### src/dls_pkg.sv
// dls_pkg.sv: constants, types and helpers of the channel loop sequencer
// assumes a single 40 MHz clock (25 ns) shared by every user of the package
package dls_pkg;
  localparam int NCH = 4;
  localparam int CHW = 2;
  localparam int AW = 32;
  localparam int DW = 32;
  localparam int FW = 4;
  localparam int CW = 15;
  localparam int OW = 16;
  localparam int FIFO_W = 32;
  localparam int FIFO_D = 16;
  // field selectors of the register port
  localparam logic [FW-1:0] F_SADDR = 4'h0;
  localparam logic [FW-1:0] F_SOFF = 4'h1;
  localparam logic [FW-1:0] F_NBYTES = 4'h2;
  localparam logic [FW-1:0] F_SLAST = 4'h3;
  localparam logic [FW-1:0] F_DADDR = 4'h4;
  localparam logic [FW-1:0] F_DOFF = 4'h5;
  localparam logic [FW-1:0] F_CITER = 4'h6;
  localparam logic [FW-1:0] F_DLAST = 4'h7;
  localparam logic [FW-1:0] F_BITER = 4'h8;
  localparam logic [FW-1:0] F_CTRL = 4'h9;
  // bit positions inside packed fields
  localparam int SIZE_LSB = 24;
  localparam int SIZE_MSB = 25;
  localparam int CTL_START = 0;
  localparam int CTL_INTMAJ = 1;
  localparam int CTL_ACTIVE = 6;
  localparam int CTL_DONE = 7;
  // transfer width codes and fixed values
  localparam logic [1:0] SZ_BYTE = 2'h0;
  localparam logic [1:0] SZ_HALF = 2'h1;
  localparam logic [1:0] SZ_WORD = 2'h2;
  localparam logic [CW-1:0] CITER_LAST = 15'h0001;
  localparam logic [DW-1:0] ZERO_W = 32'h0;
  typedef enum logic [2:0] {
    ST_IDLE = 3'h0,
    ST_ARB = 3'h1,
    ST_LOAD = 3'h3,
    ST_READ = 3'h2,
    ST_WRITE = 3'h6,
    ST_WB = 3'h7
  } dls_state_t;
  // bytes moved by one access of a width code
  function automatic logic [2:0] size_bytes(input logic [1:0] code);
    return (code == SZ_BYTE) ? 3'h1 : (code == SZ_HALF) ? 3'h2 : 3'h4;
  endfunction
  // bytes in one read/write group, the larger of both widths
  function automatic logic [2:0] unit_of(input logic [1:0] s,
                                         input logic [1:0] d);
    return (size_bytes(s) > size_bytes(d)) ? size_bytes(s) : size_bytes(d);
  endfunction
  // keeps only the lanes of one access
  function automatic logic [DW-1:0] size_mask(input logic [1:0] code);
    return (code == SZ_BYTE) ? 32'h0000_00FF :
           (code == SZ_HALF) ? 32'h0000_FFFF : 32'hFFFF_FFFF;
  endfunction
  // widens a signed offset to address width
  function automatic logic [AW-1:0] sext(input logic [OW-1:0] off);
    return {{(AW - OW){off[OW-1]}}, off};
  endfunction
endpackage

### src/dls_fifo.sv
// dls_fifo.sv: data buffer between source reads and destination writes
// assumes both sides on clk_i; valid/ready handshake on both ends
`timescale 1ns/1ps
module dls_fifo #(
  parameter int W = dls_pkg::FIFO_W,
  parameter int D = dls_pkg::FIFO_D
) (
  input wire logic clk_i,
  input wire logic rst_n_i,
  input wire logic in_valid_i,
  output logic in_ready_o,
  input wire logic [W-1:0] in_data_i,
  output logic out_valid_o,
  input wire logic out_ready_i,
  output logic [W-1:0] out_data_o
);
  import dls_pkg::*;
  localparam int PW = $clog2(D);
  logic [W-1:0] mem [D];
  logic [PW-1:0] wp_reg;
  logic [PW-1:0] rp_reg;
  logic [PW:0] cnt_reg;
  wire push = in_valid_i && in_ready_o;
  wire pop = out_valid_o && out_ready_i;
  // honest full and empty from the fill count
  assign in_ready_o = cnt_reg != (PW + 1)'(D);
  assign out_valid_o = cnt_reg != '0;
  assign out_data_o = mem[rp_reg];
  // pointers and fill count
  always_ff @(posedge clk_i) begin
    if (!rst_n_i) begin
      wp_reg <= '0;
      rp_reg <= '0;
      cnt_reg <= '0;
    end else begin
      if (push) wp_reg <= wp_reg + 1'b1;
      if (pop) rp_reg <= rp_reg + 1'b1;
      cnt_reg <= cnt_reg + {{PW{1'b0}}, push} - {{PW{1'b0}}, pop};
    end
  end
  // storage array
  always_ff @(posedge clk_i) begin
    if (push) mem[wp_reg] <= in_data_i;
  end
endmodule

### src/dls_sequencer.sv
// dls_sequencer.sv: descriptor-driven channel loop sequencer
// assumes bus, register port and status ports all run on clk_i
`timescale 1ns/1ps
module dls_sequencer (
  input wire logic clk_i,
  input wire logic rst_n_i,
  input wire logic arb_fixed_i,
  input wire logic [dls_pkg::NCH-1:0] preempt_en_i,
  input wire logic reg_req_i,
  input wire logic reg_we_i,
  input wire logic [dls_pkg::CHW-1:0] reg_ch_i,
  input wire logic [dls_pkg::FW-1:0] reg_field_i,
  input wire logic [dls_pkg::DW-1:0] reg_wdata_i,
  output logic reg_ack_o,
  output logic [dls_pkg::DW-1:0] reg_rdata_o,
  output logic bus_req_o,
  output logic bus_we_o,
  output logic [dls_pkg::AW-1:0] bus_addr_o,
  output logic [1:0] bus_size_o,
  output logic [dls_pkg::DW-1:0] bus_wdata_o,
  input wire logic bus_ack_i,
  input wire logic [dls_pkg::DW-1:0] bus_rdata_i,
  input wire logic [dls_pkg::NCH-1:0] irq_clear_i,
  output logic [dls_pkg::NCH-1:0] channel_irq_flags_o,
  output logic irq_o,
  output logic [dls_pkg::NCH-1:0] active_o,
  output logic [dls_pkg::NCH-1:0] done_o,
  output logic busy_o
);
  import dls_pkg::*;

  // descriptor memory, one entry per channel
  logic [AW-1:0] m_saddr [NCH];
  logic [AW-1:0] m_daddr [NCH];
  logic [AW-1:0] m_slast [NCH];
  logic [AW-1:0] m_dlast [NCH];
  logic [DW-1:0] m_nbytes [NCH];
  logic [OW-1:0] m_soff [NCH];
  logic [OW-1:0] m_doff [NCH];
  logic [1:0] m_ssize [NCH];
  logic [1:0] m_dsize [NCH];
  logic [CW-1:0] m_citer [NCH];
  logic [CW-1:0] m_biter [NCH];
  logic [NCH-1:0] start_reg;
  logic [NCH-1:0] active_reg;
  logic [NCH-1:0] done_reg;
  logic [NCH-1:0] intmaj_reg;
  logic [NCH-1:0] irqf_reg;

  // working set of the executing channel
  dls_state_t state_reg;
  dls_state_t state_next;
  logic [CHW-1:0] sel_ch;
  logic [CHW-1:0] rr_last;
  logic [AW-1:0] w_saddr;
  logic [AW-1:0] w_daddr;
  logic [DW-1:0] w_nbytes;
  logic [CW-1:0] w_citer;
  logic [DW-1:0] acc_reg;
  logic [DW-1:0] wbuf_reg;
  logic wbuf_vld;
  logic [2:0] fill_reg;
  logic [2:0] rd_left;
  logic [2:0] wr_left;

  // suspended channel while another one preempts it
  logic held_vld;
  logic [CHW-1:0] held_ch;
  logic [AW-1:0] held_saddr;
  logic [AW-1:0] held_daddr;
  logic [DW-1:0] held_nbytes;
  logic [CW-1:0] held_citer;

  logic fifo_in_valid;
  logic fifo_in_ready;
  logic fifo_out_valid;
  logic fifo_out_ready;
  logic [DW-1:0] fifo_out_data;

  // winner: later candidates override earlier ones
  function automatic logic [CHW:0] pick_ch(input logic [NCH-1:0] req,
                                           input logic fixed,
                                           input logic [CHW-1:0] last);
    logic [CHW:0] r;
    logic [CHW-1:0] c;
    r = '0;
    for (int i = 0; i < NCH; i++) begin
      c = fixed ? CHW'(i) : last - CHW'(i);
      if (req[c]) r = {1'b1, c};
    end
    return r;
  endfunction

  // any request above a channel in fixed priority
  function automatic logic higher_req(input logic [NCH-1:0] req,
                                      input logic [CHW-1:0] ch);
    logic h;
    h = 1'b0;
    for (int i = 0; i < NCH; i++) begin
      if (req[i] && CHW'(i) > ch) h = 1'b1;
    end
    return h;
  endfunction

  // decode of the current channel and its steps
  wire [CHW:0] win = pick_ch(start_reg, arb_fixed_i, rr_last);
  wire [1:0] ssz = m_ssize[sel_ch];
  wire [1:0] dsz = m_dsize[sel_ch];
  wire [2:0] sb = size_bytes(ssz);
  wire [2:0] db = size_bytes(dsz);
  wire [2:0] unit = unit_of(ssz, dsz);
  wire [2:0] rd_init = unit >> ssz;
  wire [2:0] rd_init_h = unit_of(m_ssize[held_ch], m_dsize[held_ch])
                         >> m_ssize[held_ch];
  wire [AW-1:0] saddr_step = w_saddr + sext(m_soff[sel_ch]);
  wire [AW-1:0] daddr_step = w_daddr + sext(m_doff[sel_ch]);
  wire [DW-1:0] nbytes_step = w_nbytes - DW'(sb);
  wire [DW-1:0] rd_lane = (bus_rdata_i & size_mask(ssz)) << {fill_reg, 3'h0};
  wire [AW-1:0] saddr_fin = w_saddr + m_slast[sel_ch];
  wire [AW-1:0] daddr_fin = w_daddr + m_dlast[sel_ch];
  wire [CW-1:0] biter_sel = m_biter[sel_ch];
  wire maj_end = w_citer == CITER_LAST;
  wire min_end = w_nbytes == ZERO_W;
  wire rd_go = state_reg == ST_READ && rd_left != '0;
  wire wr_go = state_reg == ST_WRITE && wbuf_vld;
  wire wr_last = wr_go && bus_ack_i && wr_left == 3'h1;
  wire preempt = arb_fixed_i && preempt_en_i[sel_ch] && !held_vld
                 && higher_req(start_reg, sel_ch);
  wire eng_mem = state_reg == ST_LOAD || state_reg == ST_WB;
  wire reg_wr = reg_ack_o && reg_we_i;

  // register port stalls while the engine owns descriptor memory
  assign reg_ack_o = reg_req_i && !eng_mem;

  // bus master outputs, data from flip-flops
  assign bus_req_o = rd_go || wr_go;
  assign bus_we_o = state_reg == ST_WRITE;
  assign bus_addr_o = bus_we_o ? w_daddr : w_saddr;
  assign bus_size_o = bus_we_o ? dsz : ssz;
  assign bus_wdata_o = wbuf_reg;

  // read groups push one packed word; writes drain it
  assign fifo_in_valid = state_reg == ST_READ && rd_left == '0;
  assign fifo_out_ready = state_reg == ST_WRITE && !wbuf_vld;

  // status ports
  assign channel_irq_flags_o = irqf_reg;
  assign irq_o = |(irqf_reg & intmaj_reg);
  assign active_o = active_reg;
  assign done_o = done_reg;
  assign busy_o = state_reg != ST_IDLE;

  dls_fifo #(
    .W(FIFO_W),
    .D(FIFO_D)
  ) u_fifo (
    .clk_i(clk_i),
    .rst_n_i(rst_n_i),
    .in_valid_i(fifo_in_valid),
    .in_ready_o(fifo_in_ready),
    .in_data_i(acc_reg),
    .out_valid_o(fifo_out_valid),
    .out_ready_i(fifo_out_ready),
    .out_data_o(fifo_out_data)
  );

  // channel sequencing
  always_comb begin
    state_next = state_reg;
    case (state_reg)
      ST_IDLE: if (|start_reg) state_next = ST_ARB;
      ST_ARB: state_next = win[CHW] ? ST_LOAD : ST_IDLE;
      ST_LOAD: state_next = (m_nbytes[sel_ch] == ZERO_W) ? ST_WB : ST_READ;
      ST_READ: if (rd_left == '0 && fifo_in_ready) state_next = ST_WRITE;
      ST_WRITE: begin
        if (wr_last) begin
          if (nbytes_step == w_nbytes && min_end) state_next = ST_WB;
          else if (min_end) state_next = ST_WB;
          else if (preempt) state_next = ST_ARB;
          else state_next = ST_READ;
        end
      end
      ST_WB: state_next = held_vld ? ST_READ : ST_ARB;
      default: state_next = ST_IDLE;
    endcase
  end

  always_ff @(posedge clk_i) begin
    if (!rst_n_i) state_reg <= ST_IDLE;
    else state_reg <= state_next;
  end

  // working set, packing and unpacking
  always_ff @(posedge clk_i) begin
    if (!rst_n_i) begin
      sel_ch <= '0;
      rr_last <= '0;
      w_saddr <= '0;
      w_daddr <= '0;
      w_nbytes <= '0;
      w_citer <= '0;
      acc_reg <= '0;
      wbuf_reg <= '0;
      wbuf_vld <= 1'b0;
      fill_reg <= '0;
      rd_left <= '0;
      wr_left <= '0;
    end else begin
      case (state_reg)
        ST_ARB: begin
          if (win[CHW]) begin
            sel_ch <= win[CHW-1:0];
            rr_last <= win[CHW-1:0];
          end
        end
        ST_LOAD: begin
          w_saddr <= m_saddr[sel_ch];
          w_daddr <= m_daddr[sel_ch];
          w_nbytes <= m_nbytes[sel_ch];
          w_citer <= m_citer[sel_ch];
          rd_left <= rd_init;
          fill_reg <= '0;
          acc_reg <= '0;
        end
        ST_READ: begin
          if (rd_left != '0 && bus_ack_i) begin
            acc_reg <= acc_reg | rd_lane;
            fill_reg <= fill_reg + sb;
            w_saddr <= saddr_step;
            w_nbytes <= nbytes_step;
            rd_left <= rd_left - 3'h1;
          end else if (rd_left == '0 && fifo_in_ready) begin
            acc_reg <= '0;
            fill_reg <= '0;
          end
        end
        ST_WRITE: begin
          if (!wbuf_vld) begin
            if (fifo_out_valid) begin
              wbuf_reg <= fifo_out_data;
              wbuf_vld <= 1'b1;
              wr_left <= unit >> dsz;
            end
          end else if (bus_ack_i) begin
            wbuf_reg <= wbuf_reg >> {db, 3'h0};
            w_daddr <= daddr_step;
            wr_left <= wr_left - 3'h1;
            if (wr_left == 3'h1) begin
              wbuf_vld <= 1'b0;
              rd_left <= rd_init;
            end
          end
        end
        ST_WB: begin
          if (held_vld) begin
            sel_ch <= held_ch;
            w_saddr <= held_saddr;
            w_daddr <= held_daddr;
            w_nbytes <= held_nbytes;
            w_citer <= held_citer;
            rd_left <= rd_init_h;
            fill_reg <= '0;
          end
        end
        default: ;
      endcase
    end
  end

  // suspension of a preempted channel
  always_ff @(posedge clk_i) begin
    if (!rst_n_i) begin
      held_vld <= 1'b0;
      held_ch <= '0;
      held_saddr <= '0;
      held_daddr <= '0;
      held_nbytes <= '0;
      held_citer <= '0;
    end else if (wr_last && !min_end && preempt) begin
      held_vld <= 1'b1;
      held_ch <= sel_ch;
      held_saddr <= w_saddr;
      held_daddr <= daddr_step;
      held_nbytes <= w_nbytes;
      held_citer <= w_citer;
    end else if (state_reg == ST_WB && held_vld) begin
      held_vld <= 1'b0;
    end
  end

  // channel flags; hardware sets win over clears
  always_ff @(posedge clk_i) begin
    if (!rst_n_i) begin
      start_reg <= '0;
      active_reg <= '0;
      done_reg <= '0;
      intmaj_reg <= '0;
      irqf_reg <= '0;
    end else begin
      irqf_reg <= irqf_reg & ~irq_clear_i;
      if (state_reg == ST_LOAD) begin
        start_reg[sel_ch] <= 1'b0;
        done_reg[sel_ch] <= 1'b0;
        active_reg[sel_ch] <= 1'b1;
      end else if (state_reg == ST_WB) begin
        active_reg[sel_ch] <= 1'b0;
        if (maj_end) begin
          done_reg[sel_ch] <= 1'b1;
          irqf_reg[sel_ch] <= 1'b1;
        end
      end else if (reg_wr && reg_field_i == F_CTRL) begin
        start_reg[reg_ch_i] <= reg_wdata_i[CTL_START];
        intmaj_reg[reg_ch_i] <= reg_wdata_i[CTL_INTMAJ];
        if (!reg_wdata_i[CTL_DONE]) done_reg[reg_ch_i] <= 1'b0;
      end
    end
  end

  // descriptor memory: engine write-back first, then register writes
  always_ff @(posedge clk_i) begin
    if (state_reg == ST_WB) begin
      m_saddr[sel_ch] <= maj_end ? saddr_fin : w_saddr;
      m_daddr[sel_ch] <= maj_end ? daddr_fin : w_daddr;
      m_citer[sel_ch] <= maj_end ? biter_sel : w_citer - CITER_LAST;
    end else if (reg_wr) begin
      case (reg_field_i)
        F_SADDR: m_saddr[reg_ch_i] <= reg_wdata_i;
        F_SOFF: begin
          m_soff[reg_ch_i] <= reg_wdata_i[OW-1:0];
          m_ssize[reg_ch_i] <= reg_wdata_i[SIZE_MSB:SIZE_LSB];
        end
        F_NBYTES: m_nbytes[reg_ch_i] <= reg_wdata_i;
        F_SLAST: m_slast[reg_ch_i] <= reg_wdata_i;
        F_DADDR: m_daddr[reg_ch_i] <= reg_wdata_i;
        F_DOFF: begin
          m_doff[reg_ch_i] <= reg_wdata_i[OW-1:0];
          m_dsize[reg_ch_i] <= reg_wdata_i[SIZE_MSB:SIZE_LSB];
        end
        F_CITER: m_citer[reg_ch_i] <= reg_wdata_i[CW-1:0];
        F_DLAST: m_dlast[reg_ch_i] <= reg_wdata_i;
        F_BITER: m_biter[reg_ch_i] <= reg_wdata_i[CW-1:0];
        default: ;
      endcase
    end
  end

  // read selection: live values for an executing or held channel
  wire live_cur = reg_ch_i == sel_ch
                  && (state_reg == ST_READ || state_reg == ST_WRITE);
  wire live_held = held_vld && reg_ch_i == held_ch;
  wire live = live_cur || live_held;
  wire [AW-1:0] lv_saddr = live_held ? held_saddr : w_saddr;
  wire [AW-1:0] lv_daddr = live_held ? held_daddr : w_daddr;
  wire [DW-1:0] lv_nbytes = live_held ? held_nbytes : w_nbytes;
  logic [DW-1:0] rd_mux;
  always_comb begin
    rd_mux = ZERO_W;
    case (reg_field_i)
      F_SADDR: rd_mux = live ? lv_saddr : m_saddr[reg_ch_i];
      F_DADDR: rd_mux = live ? lv_daddr : m_daddr[reg_ch_i];
      F_NBYTES: rd_mux = live ? lv_nbytes : m_nbytes[reg_ch_i];
      F_SOFF: begin
        rd_mux[OW-1:0] = m_soff[reg_ch_i];
        rd_mux[SIZE_MSB:SIZE_LSB] = m_ssize[reg_ch_i];
      end
      F_DOFF: begin
        rd_mux[OW-1:0] = m_doff[reg_ch_i];
        rd_mux[SIZE_MSB:SIZE_LSB] = m_dsize[reg_ch_i];
      end
      F_SLAST: rd_mux = m_slast[reg_ch_i];
      F_DLAST: rd_mux = m_dlast[reg_ch_i];
      F_CITER: rd_mux[CW-1:0] = m_citer[reg_ch_i];
      F_BITER: rd_mux[CW-1:0] = m_biter[reg_ch_i];
      F_CTRL: begin
        rd_mux[CTL_START] = start_reg[reg_ch_i];
        rd_mux[CTL_INTMAJ] = intmaj_reg[reg_ch_i];
        rd_mux[CTL_ACTIVE] = active_reg[reg_ch_i];
        rd_mux[CTL_DONE] = done_reg[reg_ch_i];
      end
      default: rd_mux = ZERO_W;
    endcase
  end

  always_ff @(posedge clk_i) begin
    if (!rst_n_i) reg_rdata_o <= '0;
    else if (reg_ack_o && !reg_we_i) reg_rdata_o <= rd_mux;
  end
endmodule

### config.mk
export PLATFORM = sky130hd
export DESIGN_NAME = dls_sequencer
export DESIGN_NICKNAME = d
export VERILOG_FILES = /design/src/dls_pkg.sv /design/src/dls_fifo.sv /design/src/dls_sequencer.sv
export SDC_FILE = /design/constraint.sdc
export NUM_CORES = 2
export LEC_CHECK = 0
export BUFFER_PORTS_ARGS = -buffer_cell sky130_fd_sc_hd__buf_2
export CORE_UTILIZATION = 40
export CTS_CLUSTER_SIZE = 40
export DETAILED_ROUTE_END_ITERATION = 12
export HOLD_SLACK_MARGIN = 0.06
export SLEW_MARGIN = 10
export SYNTH_ARGS = -nofsm -noshare
export SYNTH_HDL_FRONTEND = slang
export SYNTH_HIERARCHICAL = 1
export SYNTH_SLANG_ARGS = --single-unit
### constraint.sdc
create_clock -name clk_i -period 13.65 [get_ports clk_i]
set_input_delay 2.73 -clock clk_i [delete_from_list [all_inputs] [get_ports clk_i]]
set_output_delay 2.73 -clock clk_i [all_outputs]
set_load 0.1 [all_outputs]
==> impl_results.md <==
* Max-cap violations at 0
* Vias per cell at 6.352
* Worst hold slack at roughly 0.45 ns
* Finished Cell Area at 97,310 um2
* Pins Over Slew Limit at 0
* Status: finished clean
* Sequential share of the synthesized area at 0.5804
* DR iter-0 viols at 8,387
* Synth top area cells: edfxtp_1, mux4_2, dfxtp_1
* Initial DRT Pass Iterations at 6
* Clock transition at path regs at 0.06 ns
* Max reg flops at 512
* Initial antenna violation count at 40
* Largest reg by FF count: u_fifo/mem
* Hold Path Class: reg -> reg
* Ports at 199
* Vias in the first global route at 58,100
* DP Worst Slack at 6.974 ns
* Post-synth EDFFs at 1,416
* FMAX at 136.2 MHz
* Initial Util at 0.4023
* Postcts setup bufs at 0
* CTS root buf: clkbuf_16
* CP Data Required Time at 10.92 ns
* CTS buffer count at 190
* Die height at 466.6 um
* Routed WL at around 310,000 um
* Synth cell types at 85
* Synthesized net count at slightly below 7,000
* DRC at 0
* Die X at 466.6 um
* NumNets Final at 6,857
* Cell count after synthesis at about 6,500
* WL/cell at 32.16 um
* Synthesis warning total at 6
* CTS sink count at 1,795
* PD cells at 147.8 nW/um2
* Synthesized flop and latch total at about 1,800
* First-pass GRT wire length at roughly 440,000 um
* Main combinational cell family by area after synthesis: multiplexers
* CTS tree: done
* CTS Hold Bufs at 0
* Mapped Area at 86,330 um2
* Crit share post-route at 0.5379
* VDD IR max at 0.1138 mV
* CTS H-tree depth at 4
* GRT Total Usage at 0.2812
* Clk_skew at 0.04761 ns
* Mean post-synth cell area at 13.25 um2
* Placed cell area at a little over 90,000 um2
* Port bufs at 198
* Hpwl dp at 202,700 um
* RSZ-0062 raised after global routing: no
* Compound-Gate Fraction of Synth Area at 0.1120
* Final Hold Vio Count at 0
* Final Critical Period at 7.342 ns
* Row cnt at 170
* Setup Total Neg Slack at 0 ns
* Commonest register cell after synthesis: edfxtp_1
* Placer Congestion at 0.9401
* Crit path DAT at between 4 and 5 ns
* Portion of netlist area occupied by mux cells at 0.1627
* Crit. End Element: output pin
* CTS-repair resized insts at 0
* Vias at 61,190
* Area grow syn2layout at 12.72%
* Synth area leader: edfxtp_1
* Synth Area in Simple Gates at 0.08551
* Slew at the pin with the worst max-slew slack at 1.273 ns
* R2R Setup Slk at 7.25 ns
* Post-Synth XOR/XNOR Area at 0.01146
* Core outline area at between 200,000 and 250,000 um2
* Top-area cell type share of the netlist area at 0.4925
* Die area at 217,700 um2
* Critical path fanouts, max at 43
* Grt ovf at 0
* Largest net degree at the start of global routing at 105
* # setup viols final at 0
* LEAKAGE at 0.03230 uW
* Synthesized-area fraction occupied by adder cells at 0.02351
* Post-DRT Antenna Nets at 0
* Clk_lat worst skew at 0.88 ns
* Worst setup margin at 6.308 ns
* Max Root-Sink Buffers at 3
* FFs w/ async S/R, synth at 0
* Layout cell share with drive strength beyond 1 at 0.2008
* Critical Path Start Type: register
* Crit Path Category: reg -> out
* Max_slew headroom at 0.1422
[synth_stat cells, types with 40 or more instances]
library cell     n
a31oi_1         64
a21oi_1        564
mux4_2         587
mux2i_1         77
buf_2           59
nand2_1        838
clkbuf_1       319
edfxtp_1      1416
nor2_1         419
buf_1           51
a211oi_1        56
xnor2_1         76
ha_1           151
o21ai_0        305
nor3_1          64
nand3_1        117
nor4_1          40
dfxtp_1        379
a21o_1          66
inv_1           76
a22oi_1        168
a221oi_1        46
[power breakdown]
part           leakage, uW  switching [uW]  internal, uW
clock network      0.00314            2300          3060
registers           0.0158             278          6150
logic               0.0133            1840           756
[final timing paths]
path,start,endpoint,cells past startpoint
max,state_reg[2],bus_size_o[1],7
min,held_citer[14],held_citer[14],2
max reg2reg,register,m_daddr[0][29],13
min reg2reg,held_citer[14],held_citer[14],2
[cell type report]
| cell class | count | area (um2) |
|---|---|---|
| Antenna cell | 12 | 30.03 |
| Clock buffer | 266 | 5375 |
| Clock inverter | 93 | 1114 |
| Fill cell | 19000 | 117300 |
| Inverter | 78 | 300.3 |
| Multi-Input combinational cell | 4195 | 34580 |
| Sequential cell | 1795 | 50120 |
| Tap cell | 2838 | 3551 |
| Timing Repair Buffer | 355 | 2242 |
[critical path: stages, from the launching register on]
cell and delay [ns]:
dfxtp_1 0.30, buf_4 0.31, clkinv_1 0.40, nor2_4 0.19, buf_4 0.52, nand2_2 0.32
o21ai_0 1.06, buf_2 0.60
[cell usage in the layout, fill, tap and decap left out, drive strengths merged, types with 151 or more instances in the layout]
| cell | count |
|---|---|
| edfxtp | 1416 |
| nand2 | 838 |
| mux4 | 587 |
| a21oi | 564 |
| nor2 | 420 |
| dfxtp | 379 |
| buf | 355 |
| o21ai | 307 |
| clkbuf | 266 |
| a22oi | 168 |
| ha | 151 |
[cell families after synthesis]
kind of cell / count (synthesis)
muxes: 669
DFF: 1795
xor gates and xnor gates: 113
adders and majority gates: 158
AOI/OAI and AO/OA: 1551
buffers and inverters: 524
and+or+nand+nor: 1704
[routing by layer]
metal / vias up / track usage / wire, um
met2: 3561 / 0.4211 / 137100
met1: 31180 / 0.3768 / 120300
met4: 40 / 0.1405 / 17500
met5: - / 0 / 243
met3: 689 / 0.07520 / 34630
li1: 25720 / - / -
[per-stage QoR]
stage          power (uW)    util  instances
2_1_floorplan        8112       -       6514
4_1_cts             14380  0.4533       9620
3_5_place_dp         9063  0.4230       9261
5_1_grt             14810  0.4533       9621
3_3_place_gp         9023  0.4230       9261
6_report            14380  0.4534       9632
Power figures use the tool's default switching activity.
